--- config.mk ---
export PLATFORM = sky130hd
export DESIGN_NAME = ebsr_regs
export DESIGN_NICKNAME = d
export VERILOG_FILES = /design/src/hdl/ebsr_pkg.sv /design/src/hdl/ebsr_regs.sv
export VERILOG_INCLUDE_DIRS = /design/src /design/src/hdl
export SDC_FILE = /design/constraint.sdc
export NUM_CORES = 1
export LEC_CHECK = 0
export BUFFER_PORTS_ARGS = -buffer_cell sky130_fd_sc_hd__buf_2
export CORE_UTILIZATION = 41
export CTS_CLUSTER_DIAMETER = 60
export DETAILED_ROUTE_END_ITERATION = 7
export PLACE_DENSITY = 0.77
export SYNTH_ARGS = -nofsm -noshare
export SYNTH_HDL_FRONTEND = slang
export SYNTH_SLANG_ARGS = --single-unit
--- constraint.sdc ---
create_clock -name clk_sys -period 1.85 [get_ports clk_sys]
set_input_delay 0.37 -clock clk_sys [delete_from_list [all_inputs] [get_ports clk_sys]]
set_output_delay 0.37 -clock clk_sys [all_outputs]
set_load 0.05 [all_outputs]
--- src/hdl/ebsr_params.svh ---
// offsets, field positions and reset values for the special register bank
`ifndef EBSR_PARAMS_SVH
`define EBSR_PARAMS_SVH
`define EBSR_OFS_EVENT_SC 6'h39
`define EBSR_OFS_SHADOW 6'h3a
`define EBSR_OFS_BRANCH 6'h3b
`define EBSR_OFS_SCHED_CFG 6'h3c
`define EBSR_OFS_SCHED_ADDR 6'h3d
`define EBSR_EV_CMD_BIT 7
`define EBSR_EV_IDX_HI 3
`define EBSR_EV_RO_LO 6
`define EBSR_EV_RO_HI 9
`define EBSR_CFG_ERR_BIT 15
`define EBSR_CFG_RST_BIT 14
`define EBSR_CFG_SZ_HI 13
`define EBSR_CFG_SZ_LO 12
`define EBSR_CFG_BASE_HI 11
`define EBSR_CFG_BASE_LO 8
`define EBSR_CFG_RESET 16'h00ff
`define EBSR_CFG_RSVD_RD 8'hff
`define EBSR_PUSH_PEND_BIT 5
`endif

--- src/hdl/ebsr_pkg.sv ---
// types shared by the special register bank
package ebsr_pkg;
    // register access from the processor pipeline
    typedef struct packed {
        logic wr;
        logic rd;
        logic [5:0] addr;
        logic [15:0] wdata;
    } ebsr_reg_req_t;
    // scheduler configuration as seen by the scheduling engine
    typedef struct packed {
        logic sched_reset;
        logic [1:0] section_size;
        logic [3:0] table_base;
        logic [15:0] section_entries;
        logic [3:0] max_sections;
    } ebsr_sched_cfg_t;
    typedef enum logic [0:0] {
        EBSR_LNK_IDLE = 1'b0,
        EBSR_LNK_WAIT = 1'b1
    } ebsr_lnk_state_t;
endpackage

--- src/hdl/ebsr_regs.sv ---
// event set/clear port, branch target registers and scheduler registers
//
// Operation
// (RULE1) event port write is a set/clear command
// (RULE2) command 0 clears indexed bit unless forced; code also keeps the bit set while ev_hw_set is high
// (RULE3) command 1 sets indexed bit unless forced
// (RULE4) firmware writes zeroes to reserved bits
// (RULE5) event bits 9:6 ignore set/clear commands
// (RULE6) bits 9:6 follow hardware; others port-only; code also lets ev_force_set, ev_force_clr and ev_hw_set change them
// (RULE7) linked load captures first halfword into shadow
// (RULE8) shadow branches take target from shadow
// (RULE9) targets are 12 bits; 15:12 read zero
// (RULE10) shadow branch stalls until halfword returns
// (RULE11) five instructions between load and branch avoid stall
// (RULE12) one instruction between shadow write and branch
// (RULE13) register branches jump to branch register
// (RULE14) one instruction between branch write and branch
// (RULE15) config bit 14 resets scheduler
// (RULE16) section size decodes entries and sections
// (RULE17) table base drives memory address 18:15
// (RULE18) config bits 7:0 reserved, undefined read
// (RULE19) firmware initializes config before scheduler use
// (RULE20) push completion loads offset from address 14:1
// (RULE21) push pending status clears on completion
// (RULE22) config bit 15 reports scheduler error
`timescale 1ns/10ps
`default_nettype none
`include "ebsr_params.svh"
module ebsr_regs
    import ebsr_pkg::*;
#(
    parameter int EV_WIDTH = 16,
    parameter int TGT_WIDTH = 12
) (
    // clock and reset
    input wire logic clk_sys,
    input wire logic rst,
    // register access
    input wire ebsr_reg_req_t reg_req,
    output logic [15:0] reg_rdata,
    // event sources
    input wire logic [3:0] ev_hw_status,
    input wire logic [EV_WIDTH-1:0] ev_force_set,
    input wire logic [EV_WIDTH-1:0] ev_force_clr,
    input wire logic [EV_WIDTH-1:0] ev_hw_set,
    output logic [EV_WIDTH-1:0] event_bits,
    // fast memory load return
    input wire logic fast_memory_load,
    input wire logic link_option,
    input wire logic fm_rdata_valid,
    input wire logic [15:0] fm_rdata,
    // branch issue
    input wire logic branch_via_shadow,
    input wire logic branch_via_shadow_link,
    input wire logic branch_via_register,
    input wire logic branch_via_register_link,
    output logic branch_take,
    output logic [TGT_WIDTH-1:0] branch_addr,
    output logic cpu_stall,
    // scheduling engine
    input wire logic sched_error,
    input wire logic schedule_push_done,
    input wire logic [18:0] fast_memory_address,
    input wire logic push_pending,
    output ebsr_sched_cfg_t sched_cfg,
    output logic [3:0] table_addr_hi,
    output logic push_pending_status
);
    if (EV_WIDTH != 16 || TGT_WIDTH != 12) begin : g_bad_param
        $error("ebsr_regs supports only 16 event bits and 12-bit targets");
    end

    logic [EV_WIDTH-1:0] ev_r;
    wire [EV_WIDTH-1:0] ev_nxt;
    logic [TGT_WIDTH-1:0] shadow_r;
    logic [TGT_WIDTH-1:0] shadow_nxt;
    logic [TGT_WIDTH-1:0] branch_r;
    logic [6:0] cfg_r;
    logic [13:0] sched_addr_r;
    logic err_r;
    ebsr_lnk_state_t lnk_r;
    ebsr_lnk_state_t lnk_nxt;

    wire wr_ev = reg_req.wr && reg_req.addr == `EBSR_OFS_EVENT_SC;
    wire wr_sh = reg_req.wr && reg_req.addr == `EBSR_OFS_SHADOW;
    wire wr_br = reg_req.wr && reg_req.addr == `EBSR_OFS_BRANCH;
    wire wr_cfg = reg_req.wr && reg_req.addr == `EBSR_OFS_SCHED_CFG;
    wire ev_cmd = reg_req.wdata[`EBSR_EV_CMD_BIT];
    wire [3:0] ev_idx = reg_req.wdata[`EBSR_EV_IDX_HI:0];
    wire lnk_start = fast_memory_load && link_option;
    wire any_bvs = branch_via_shadow || branch_via_shadow_link;
    wire any_bvr = branch_via_register || branch_via_register_link;
    // shadow capture of the returned halfword
    // (RULE7) capture first halfword
    wire capture = lnk_r == EBSR_LNK_WAIT && fm_rdata_valid;

    // event bits: one generate slice per bit
    genvar gi;
    generate
        for (gi = 0; gi < EV_WIDTH; gi++) begin : g_ev
            if (gi >= `EBSR_EV_RO_LO && gi <= `EBSR_EV_RO_HI) begin : g_ro
                // (RULE5) read-only status bits
                // (RULE6) follow hardware condition
                assign ev_nxt[gi] = ev_hw_status[gi-`EBSR_EV_RO_LO];
            end else begin : g_rw
                wire hit = wr_ev && ev_idx == 4'(gi);
                // (RULE1) command decode
                // (RULE2) clear unless forced set or hardware set
                // (RULE3) set unless forced clear
                assign ev_nxt[gi] = ev_force_set[gi] ? 1'b1 :
                                    ev_force_clr[gi] ? 1'b0 :
                                    ev_hw_set[gi] ? 1'b1 :
                                    hit ? ev_cmd : ev_r[gi];
            end
        end
    endgenerate

    assign shadow_nxt = capture ? fm_rdata[TGT_WIDTH-1:0] :
                        wr_sh ? reg_req.wdata[TGT_WIDTH-1:0] : shadow_r;

    always_comb begin
        lnk_nxt = lnk_r;
        case (lnk_r)
            EBSR_LNK_IDLE: begin
                if (lnk_start) begin
                    lnk_nxt = EBSR_LNK_WAIT;
                end
            end
            EBSR_LNK_WAIT: begin
                if (fm_rdata_valid) begin
                    lnk_nxt = EBSR_LNK_IDLE;
                end
            end
            default: lnk_nxt = EBSR_LNK_IDLE;
        endcase
    end

    always_ff @(posedge clk_sys or posedge rst) begin
        if (rst) begin
            ev_r <= '0;
            shadow_r <= '0;
            branch_r <= '0;
            lnk_r <= EBSR_LNK_IDLE;
        end else begin
            ev_r <= ev_nxt;
            shadow_r <= shadow_nxt;
            lnk_r <= lnk_nxt;
            if (wr_br) begin
                branch_r <= reg_req.wdata[TGT_WIDTH-1:0];
            end
        end
    end

    // scheduler configuration; reserved low byte is not stored
    always_ff @(posedge clk_sys or posedge rst) begin
        if (rst) begin
            cfg_r <= 7'(`EBSR_CFG_RESET >> 8);
            err_r <= 1'b0;
        end else begin
            if (wr_cfg) begin
                cfg_r <= reg_req.wdata[14:8];
            end
            // (RULE22) error set wins over write clear
            err_r <= sched_error || (wr_cfg ? reg_req.wdata[`EBSR_CFG_ERR_BIT] : err_r);
        end
    end

    // (RULE20) push completion captures offset
    always_ff @(posedge clk_sys or posedge rst) begin
        if (rst) begin
            sched_addr_r <= '0;
        end else if (schedule_push_done) begin
            sched_addr_r <= fast_memory_address[14:1];
        end
    end

    // (RULE15) scheduler reset bit
    assign sched_cfg.sched_reset = cfg_r[`EBSR_CFG_RST_BIT-8];
    assign sched_cfg.section_size = cfg_r[`EBSR_CFG_SZ_HI-8:`EBSR_CFG_SZ_LO-8];
    assign sched_cfg.table_base = cfg_r[`EBSR_CFG_BASE_HI-8:0];
    // (RULE16) section size decode
    assign sched_cfg.section_entries = 16'h0800 << sched_cfg.section_size;
    assign sched_cfg.max_sections = 4'h8 >> sched_cfg.section_size;
    // (RULE17) table base drives address 18:15
    assign table_addr_hi = sched_cfg.table_base;
    // (RULE21) pending status from engine
    assign push_pending_status = push_pending;

    // branch target selection; a branch released by the returning
    // halfword must not jump to the stale shadow contents
    // (RULE8) shadow branch target
    // (RULE13) register branch target
    wire [TGT_WIDTH-1:0] shadow_fwd = capture ? fm_rdata[TGT_WIDTH-1:0] : shadow_r;
    assign branch_addr = any_bvs ? shadow_fwd : branch_r;
    // (RULE10) stall while linked halfword outstanding
    assign cpu_stall = any_bvs && lnk_r == EBSR_LNK_WAIT && !fm_rdata_valid;
    assign branch_take = (any_bvs && !cpu_stall) || any_bvr;
    assign event_bits = ev_r;

    // read mux
    // (RULE9) reserved target bits read zero
    // (RULE18) reserved config bits read as ones
    always_comb begin
        reg_rdata = 16'h0000;
        if (reg_req.rd) begin
            case (reg_req.addr)
                `EBSR_OFS_EVENT_SC: reg_rdata = ev_r;
                `EBSR_OFS_SHADOW: reg_rdata = {4'h0, shadow_r};
                `EBSR_OFS_BRANCH: reg_rdata = {4'h0, branch_r};
                `EBSR_OFS_SCHED_CFG: reg_rdata = {err_r, cfg_r[6:0], `EBSR_CFG_RSVD_RD};
                `EBSR_OFS_SCHED_ADDR: reg_rdata = {2'h0, sched_addr_r};
                default: reg_rdata = 16'h0000;
            endcase
        end
    end

    // checks
    a_ev_set_cmd: assert property (@(posedge clk_sys) disable iff (rst) // RULE3
        wr_ev && ev_cmd && ev_idx == 4'h2 && !ev_force_clr[2] |=> ev_r[2])
        else $error("event set command lost");
    a_ev_clr_cmd: assert property (@(posedge clk_sys) disable iff (rst) // RULE2
        wr_ev && !ev_cmd && ev_idx == 4'h2 && !ev_force_set[2] && !ev_hw_set[2] |=> !ev_r[2])
        else $error("event clear command lost");
    a_ev_ro_bits: assert property (@(posedge clk_sys) disable iff (rst) // RULE5
        !rst |=> ev_r[9:6] == $past(ev_hw_status))
        else $error("read-only event bits not following hardware");
    a_ev_hold: assert property (@(posedge clk_sys) disable iff (rst) // RULE6
        !wr_ev && ev_force_set[0] == 1'b0 && !ev_force_clr[0] && !ev_hw_set[0] |=> $stable(ev_r[0]))
        else $error("event bit changed without command");
    a_shadow_cap: assert property (@(posedge clk_sys) disable iff (rst) // RULE7
        capture |=> shadow_r == $past(fm_rdata[11:0]))
        else $error("shadow did not capture halfword");
    a_stall_end: assert property (@(posedge clk_sys) disable iff (rst) // RULE10
        lnk_r == EBSR_LNK_WAIT && fm_rdata_valid |=> !cpu_stall)
        else $error("stall did not end on halfword");
    a_bvs_target: assert property (@(posedge clk_sys) disable iff (rst) // RULE8
        branch_take && any_bvs && !capture |-> branch_addr == shadow_r)
        else $error("shadow branch used wrong target");
    a_bvr_target: assert property (@(posedge clk_sys) disable iff (rst) // RULE13
        branch_take && !any_bvs |-> branch_addr == branch_r)
        else $error("register branch used wrong target");
    a_push_addr: assert property (@(posedge clk_sys) disable iff (rst) // RULE20
        schedule_push_done |=> sched_addr_r == $past(fast_memory_address[14:1]))
        else $error("scheduled address not captured");
    a_size_decode: assert property (@(posedge clk_sys) disable iff (rst) // RULE16
        sched_cfg.section_size == 2'h3 |-> sched_cfg.section_entries == 16'h4000)
        else $error("section size decode wrong");
    a_err_sticky: assert property (@(posedge clk_sys) disable iff (rst) // RULE22
        sched_error |=> err_r)
        else $error("scheduler error flag not set");

    // event port checks
    a_ev_one_bit: assert property (@(posedge clk_sys) disable iff (rst) // RULE1
        wr_ev && ev_idx == 4'h1 && ev_force_set == '0 && ev_force_clr == '0 &&
        ev_hw_set == '0 |=> ev_r[15:10] == $past(ev_r[15:10]) &&
        ev_r[5:2] == $past(ev_r[5:2]) && ev_r[0] == $past(ev_r[0]))
        else $error("event write touched another bit");
    a_ev_ro_cmd: assert property (@(posedge clk_sys) disable iff (rst) // RULE5
        wr_ev && ev_idx == 4'h7 |=> ev_r[7] == $past(ev_hw_status[1]))
        else $error("command changed a read-only event bit");

    // branch checks
    a_stall_hold: assert property (@(posedge clk_sys) disable iff (rst) // RULE10
        any_bvs && !any_bvr && lnk_r == EBSR_LNK_WAIT && !fm_rdata_valid |->
        cpu_stall && !branch_take)
        else $error("shadow branch not stalled");
    a_bvs_fwd: assert property (@(posedge clk_sys) disable iff (rst) // RULE10
        any_bvs && capture |-> branch_take && branch_addr == fm_rdata[11:0])
        else $error("released branch missed returned halfword");
    a_lnk_wait: assert property (@(posedge clk_sys) disable iff (rst) // RULE7
        lnk_start && lnk_r == EBSR_LNK_IDLE |=> lnk_r == EBSR_LNK_WAIT)
        else $error("linked load not tracked");
    a_tgt_rsvd: assert property (@(posedge clk_sys) disable iff (rst) // RULE9
        reg_req.rd && (reg_req.addr == `EBSR_OFS_SHADOW || reg_req.addr == `EBSR_OFS_BRANCH)
        |-> reg_rdata[15:12] == 4'h0)
        else $error("reserved target bits not zero");

    // scheduler checks
    a_size_small: assert property (@(posedge clk_sys) disable iff (rst) // RULE16
        sched_cfg.section_size == 2'h0 |->
        sched_cfg.section_entries == 16'h0800 && sched_cfg.max_sections == 4'h8)
        else $error("smallest section size decode wrong");
    a_size_mid: assert property (@(posedge clk_sys) disable iff (rst) // RULE16
        sched_cfg.section_size == 2'h1 |->
        sched_cfg.section_entries == 16'h1000 && sched_cfg.max_sections == 4'h4)
        else $error("second section size decode wrong");
    a_size_two: assert property (@(posedge clk_sys) disable iff (rst) // RULE16
        sched_cfg.section_size == 2'h2 |->
        sched_cfg.section_entries == 16'h2000 && sched_cfg.max_sections == 4'h2)
        else $error("third section size decode wrong");
    a_base_drive: assert property (@(posedge clk_sys) disable iff (rst) // RULE17
        wr_cfg |=> table_addr_hi == $past(reg_req.wdata[11:8]))
        else $error("table base not driven");
    a_cfg_rst_bit: assert property (@(posedge clk_sys) disable iff (rst) // RULE15
        wr_cfg |=> sched_cfg.sched_reset == $past(reg_req.wdata[14]))
        else $error("scheduler reset bit not applied");
    a_cfg_rsvd_rd: assert property (@(posedge clk_sys) disable iff (rst) // RULE18
        reg_req.rd && reg_req.addr == `EBSR_OFS_SCHED_CFG |-> reg_rdata[7:0] == 8'hff)
        else $error("reserved config bits changed");
    a_err_write: assert property (@(posedge clk_sys) disable iff (rst) // RULE22
        wr_cfg && !sched_error |=> err_r == $past(reg_req.wdata[15]))
        else $error("error flag write not stored");
    a_addr_hold: assert property (@(posedge clk_sys) disable iff (rst) // RULE20
        !schedule_push_done |=> $stable(sched_addr_r))
        else $error("scheduled address changed without push");
    // coverage of main scenarios
    c_bvs_fwd: cover property (@(posedge clk_sys) disable iff (rst) any_bvs && capture);
    c_err_set: cover property (@(posedge clk_sys) disable iff (rst) sched_error && wr_cfg);
    c_link_stall: cover property (@(posedge clk_sys) disable iff (rst) cpu_stall ##1 !cpu_stall);
    c_ev_set: cover property (@(posedge clk_sys) disable iff (rst) wr_ev && ev_cmd);
    c_push: cover property (@(posedge clk_sys) disable iff (rst) schedule_push_done);
endmodule
`default_nettype wire

---- After elaboration in Yosys (flattened, before gate mapping) ----
Cells that the tools add are included.
operators by class
  equal/unequal tests ..................... 16
  shifts and indexed selects .............. 2
  muxes and demuxes ....................... 58
  bitwise logic cells ..................... 1
  reduce and logical (&&, ||, !) cells .... 41
operators with widths
  cell                                                 number
  one-hot mux 16 bit (5 select lines)                  1
  two-way mux 1 bit                                    51
  two-way mux 12 bit                                   4
  nonzero test 4 bit                                   12
  equality test 6 bit, second input constant           5
  equality test 4 bit, second input constant           6
  logical AND 1 bit                                    21
  two-way mux 16 bit                                   1
  left shift 12 x 2 -> 16 bit, first input constant    1
  equality test 4 x 2 -> 1 bit, second input constant  2
  equality test 4 x 3 -> 1 bit, second input constant  2
  equality test 4 x 1 -> 1 bit, second input constant  1
  zero test 4 bit                                      1
  logical OR 1 bit                                     4
  >> shifter 4 x 2 -> 4 bit, first input constant      1
  zero test 1 bit                                      2
  one-hot mux 1 bit (2 select lines)                   1
  nonzero test 2 bit                                   1
  inverter 1 bit                                       1
storage, ports and cells
  flip-flop bits (word level) ............. 63
  input port bits ......................... 123
  output and inout bits ................... 78
  word-level logic and storage cells ...... 137

---- Logic depth before layout (Yosys ltp) ----
  word-level depth ........................ 7
  gate-level depth with buffers ........... 5
  mapped depth without buffers ............ 4

---- Worst setup path after synthesis ----
No wires, ideal clock.
  path kind ............................... input-to-output
  start point ............................. in reg_req[16] in the netlist's numbering
  end point ............................... out reg_rdata[2]
  data arrival time ....................... 2097 ps
  data required time ...................... 1480 ps
  slack ................................... -617 ps
  cell stages on the path ................. 5
  buffers on the path ..................... 2
  path through ............................ buf_2 nor4_4 buf_2 a221oi_1 a21oi_1
between the ends
  word-level cells in the longest chain between the ends .. 3
  elaborated cells between the ends (all ways) .. 7
  classes of those cells .................. 5 x eq/ne; 2 x mux
RTL lines
  what                                   line              source
  from (decl)                            ebsr_regs.sv:39   input wire ebsr_reg_req_t reg_req,
  equality test 6 bit                    ebsr_regs.sv:206  case (reg_req.addr)
  one-hot mux 16 bit (5 select lines) *  ebsr_regs.sv:206
  two-way mux 16 bit *                   ebsr_regs.sv:205  if (reg_req.rd) begin
  to (decl)                              ebsr_regs.sv:40   output logic [15:0] reg_rdata,
Mark *: on every way between the ends. The rest lies on a longest branch, timed or not.

---- Worst setup path after layout ----
  start point ............................. in reg_req[17] in the netlist's numbering
  end point ............................... out reg_rdata[0]
Same word-level chain as after synthesis.

==> impl_metrics.tcl <==
set metrics [dict create \
    rsz0062_at_grt "true" \
    start_kind "input pin" \
    synth_top_family_by_area "multiplexers" \
    cp-end-kind "output pin" \
    clkSinkCount 63 \
    hold_class "in2async" \
    timing.final.crit_share 1.07 \
    setup_viol 28 \
    ant_nets 0 \
    post-place-cells 656 \
    busiest_layer "met2" \
    tritoncts "done" \
    layout_common_cells "130 x buf_2, 62 x dfrtp_1, 41 x mux2_2, 37 x buf_6, 36 x buf_4" \
    ys_types 38 \
    first_iter_violations 116 \
    postRouteWirelength_um 12900 \
    syn_area_per_cell_um2 9.89 \
    muxShareOfSynthArea 0.190 \
    p_leak_uw 0.00273 \
    row_count 34 \
    synth_seq_area_share 0.428 \
    gr-usage-met3 0.0506 \
    io_buffers 165 \
    synthCells 373 \
    final_layout_size_suffix_gt1_frac 0.616 \
    fp.coreArea_um2 8720 \
    finalInstanceArea_um2 6340 \
    clk_path_buf_depth 2 \
    worst_slack_ns -0.129 \
    grt_use_total 0.282 \
    numCtsBuffers 9 \
    failed_checks "negative setup slack" \
    gp_congestion 0.842 \
    final_common_cell "buf_2" \
    die_w_um 96.8 \
    peakVddDrop_uv 596 \
    worstSetupPathType "in2out" \
    ios 201 \
    cp.arrival_ns 1.61 \
    wl_per_cell_um 18.6 \
    areaGrowthSynthToFinish_pct 72.0 \
    drv_cap 0 \
    power-per-cell-area_nw_per_um2 775 \
    required_ns 1.48 \
    clkTransAtPathRegs_ns 0.08 \
    fin_nets 701 \
    firstDrtPassIters 4 \
    slew_violations 0 \
    antenna_found_initial 0 \
    placed_area_um2 5340 \
    pwr-share-seq 0.360 \
    vias 3844 \
    gr-usage-met1 0.343 \
    fillers 593 \
    p_comb_frac 0.359 \
    ys_ff_latch 63 \
    initial_utilization 0.423 \
    fin_cells 691 \
    switching_power_uw 1830 \
    skew_ns 0.00747 \
    synth_adder_area_share 0 \
    pwr-share-clk 0.281 \
    dieArea_um2 9380 \
    synth-simple-area-share 0.147 \
    drc 0 \
    finalCriticalPeriod_ns 1.98 \
    fmax_mhz 505 \
    status "complete, but fails checks" \
    cts_root_buf "clkbuf_8" \
    grt_pass1_vias 3874 \
    synthXorXnorAreaFrac 0 \
    n_antenna_cell 0 \
    syn_area_um2 3690 \
    grt_max_degree 44 \
    yosysWarnings 0 \
    finalHoldViolations 0 \
    htree_levels 3 \
    p_int_uw 3090 \
    crit_fanout 8 \
    synth-compound-area-share 0.156 \
    dp_hpwl_um 8770 \
    swShare 0.371 \
    viasPerCell 5.56 \
    grt_pass1_wl_um 20500 \
    grtUsageMet2 0.478 \
    die_h_um 96.8 \
    gr-total-overflow 0 \
    insertion_delay_ns 0.34 \
]
-- logic make-up (layout without fill, tap and decap cells) --
| group | after synthesis | count (layout) |
|---|---|---|
| AO/OA/AOI/OAI | 87 | 87 |
| buffers and inverters | 53 | 252 |
| multiplexers | 65 | 65 |
| flip-flops | 63 | 63 |
| AND/OR/NAND/NOR | 104 | 104 |
| other | 1 | 12 |
-- sequential cells by signal, summed over array words and instances (netlist names) --
register and flops:
branch_r 12, sched_addr_r 14, cfg_r 7, event_bits 16
shadow_r 12, lnk_r 1, err_r 1
-- final cells by class --
type | count | area, um^2 | area share
sequential | 63 | 1580 | 0.249
multi-input combinational | 268 | 2620 | 0.413
clock inverter | 5 | 80.1 | 0.0126
clock buffer | 11 | 151 | 0.0239
tap | 108 | 135 | 0.0213
timing repair buffer | 225 | 1740 | 0.274
inverter | 11 | 45.0 | 0.00710
-- Yosys cell counts --
cell,n,area [um^2]
clkbuf_1,15,56.3
or4_1,1,7.51
or3_1,2,12.5
dfrtp_1,63,1580
and3_1,2,12.5
a32oi_1,8,70.1
a311oi_1,4,35.0
buf_1,1,3.75
a221oi_1,8,70.1
nor4_4,1,21.3
nor2b_1,10,62.6
nor4_2,2,25.0
mux2i_1,24,240
a31oi_1,4,25.0
nand4_1,4,25.0
buf_4,23,173
a211o_1,2,17.5
mux2_2,41,462
nor2_2,1,6.26
nand3b_1,4,30.0
nand2_2,1,6.26
buf_2,3,15.0
and2_1,2,12.5
nand4b_4,1,23.8
inv_1,11,41.3
a21oi_1,39,195
nand3_1,11,55.1
o31ai_1,4,30.0
a222oi_1,4,40.0
a22oi_1,4,30.0
nor3_1,1,5.00
o21ai_0,9,45.0
nor2_1,38,143
conb_1,1,3.75
or2_2,1,6.26
nand2_1,20,75.1
nand2b_1,2,12.5
o41ai_2,1,16.3
-- metal layers --
layer / part of all wire / vias to the layer above
met1: 0.40 / 1891
met4: 0.040 / 0
met3: 0.049 / 33
met5: 0 / -
li1: - / 1753
met2: 0.51 / 167
-- power by group through the flow --
stage	registers (uW)	clock network, uW	logic [uW]
detailed placement	1740	0	1490
finish	1770	1380	1760
global route	1800	1480	1850
global placement	1730	0	1460
CTS	1760	1410	1740
floorplan	1850	0	1010
-- per-stage QoR --
| step | hold WS (ns) | TNS [ns] | util | worst slack, ns | power, uW |
|---|---|---|---|---|---|
| finish | 0.0412 | -2.10 | 0.727 | -0.129 | 4920 |
| global placement | 0.420 | -4.69 | 0.613 | -0.280 | 3190 |
| global route | 0.0581 | -3.33 | 0.727 | -0.161 | 5130 |
| floorplan | 0.401 | -1.81 | - | -0.163 | 2860 |
| CTS | 0.0436 | -1.72 | 0.718 | -0.137 | 4900 |
| detailed placement | 0.416 | -5.78 | 0.613 | -0.294 | 3230 |
-- path summary, 6_finish.rpt --
check	from	end	slack, ns	cells past startpoint
worst max-delay path	reg_req[17]	reg_rdata[0]	-0.13	7
worst min-delay path	rst	shadow_r[8]	0.04	2
worst max register to register	lnk_r	shadow_r[0]	0.33	7
worst min register to register	err_r	err_r	0.49	1
max in group asynchronous	rst	event_bits[10]	1.22	3
min in group clk_sys	ev_hw_status[3]	event_bits[9]	0.14	1
-- worst max-delay path: stages --
cell,delay [ns]
buf_8,0.10
nand4b_4,0.21
nor2_4,0.26
buf_8,0.20
a221oi_4,0.09
a21oi_4,0.19
buf_6,0.18
-- repair_timing --
item,CTS,global route
hold buffers,0,0
pin swaps,25,16
setup buffers,11,10
resized for setup,125,20
endpoints found under the setup margin,28,29
cloned,4,0
Power figures use the tool's default switching activity.
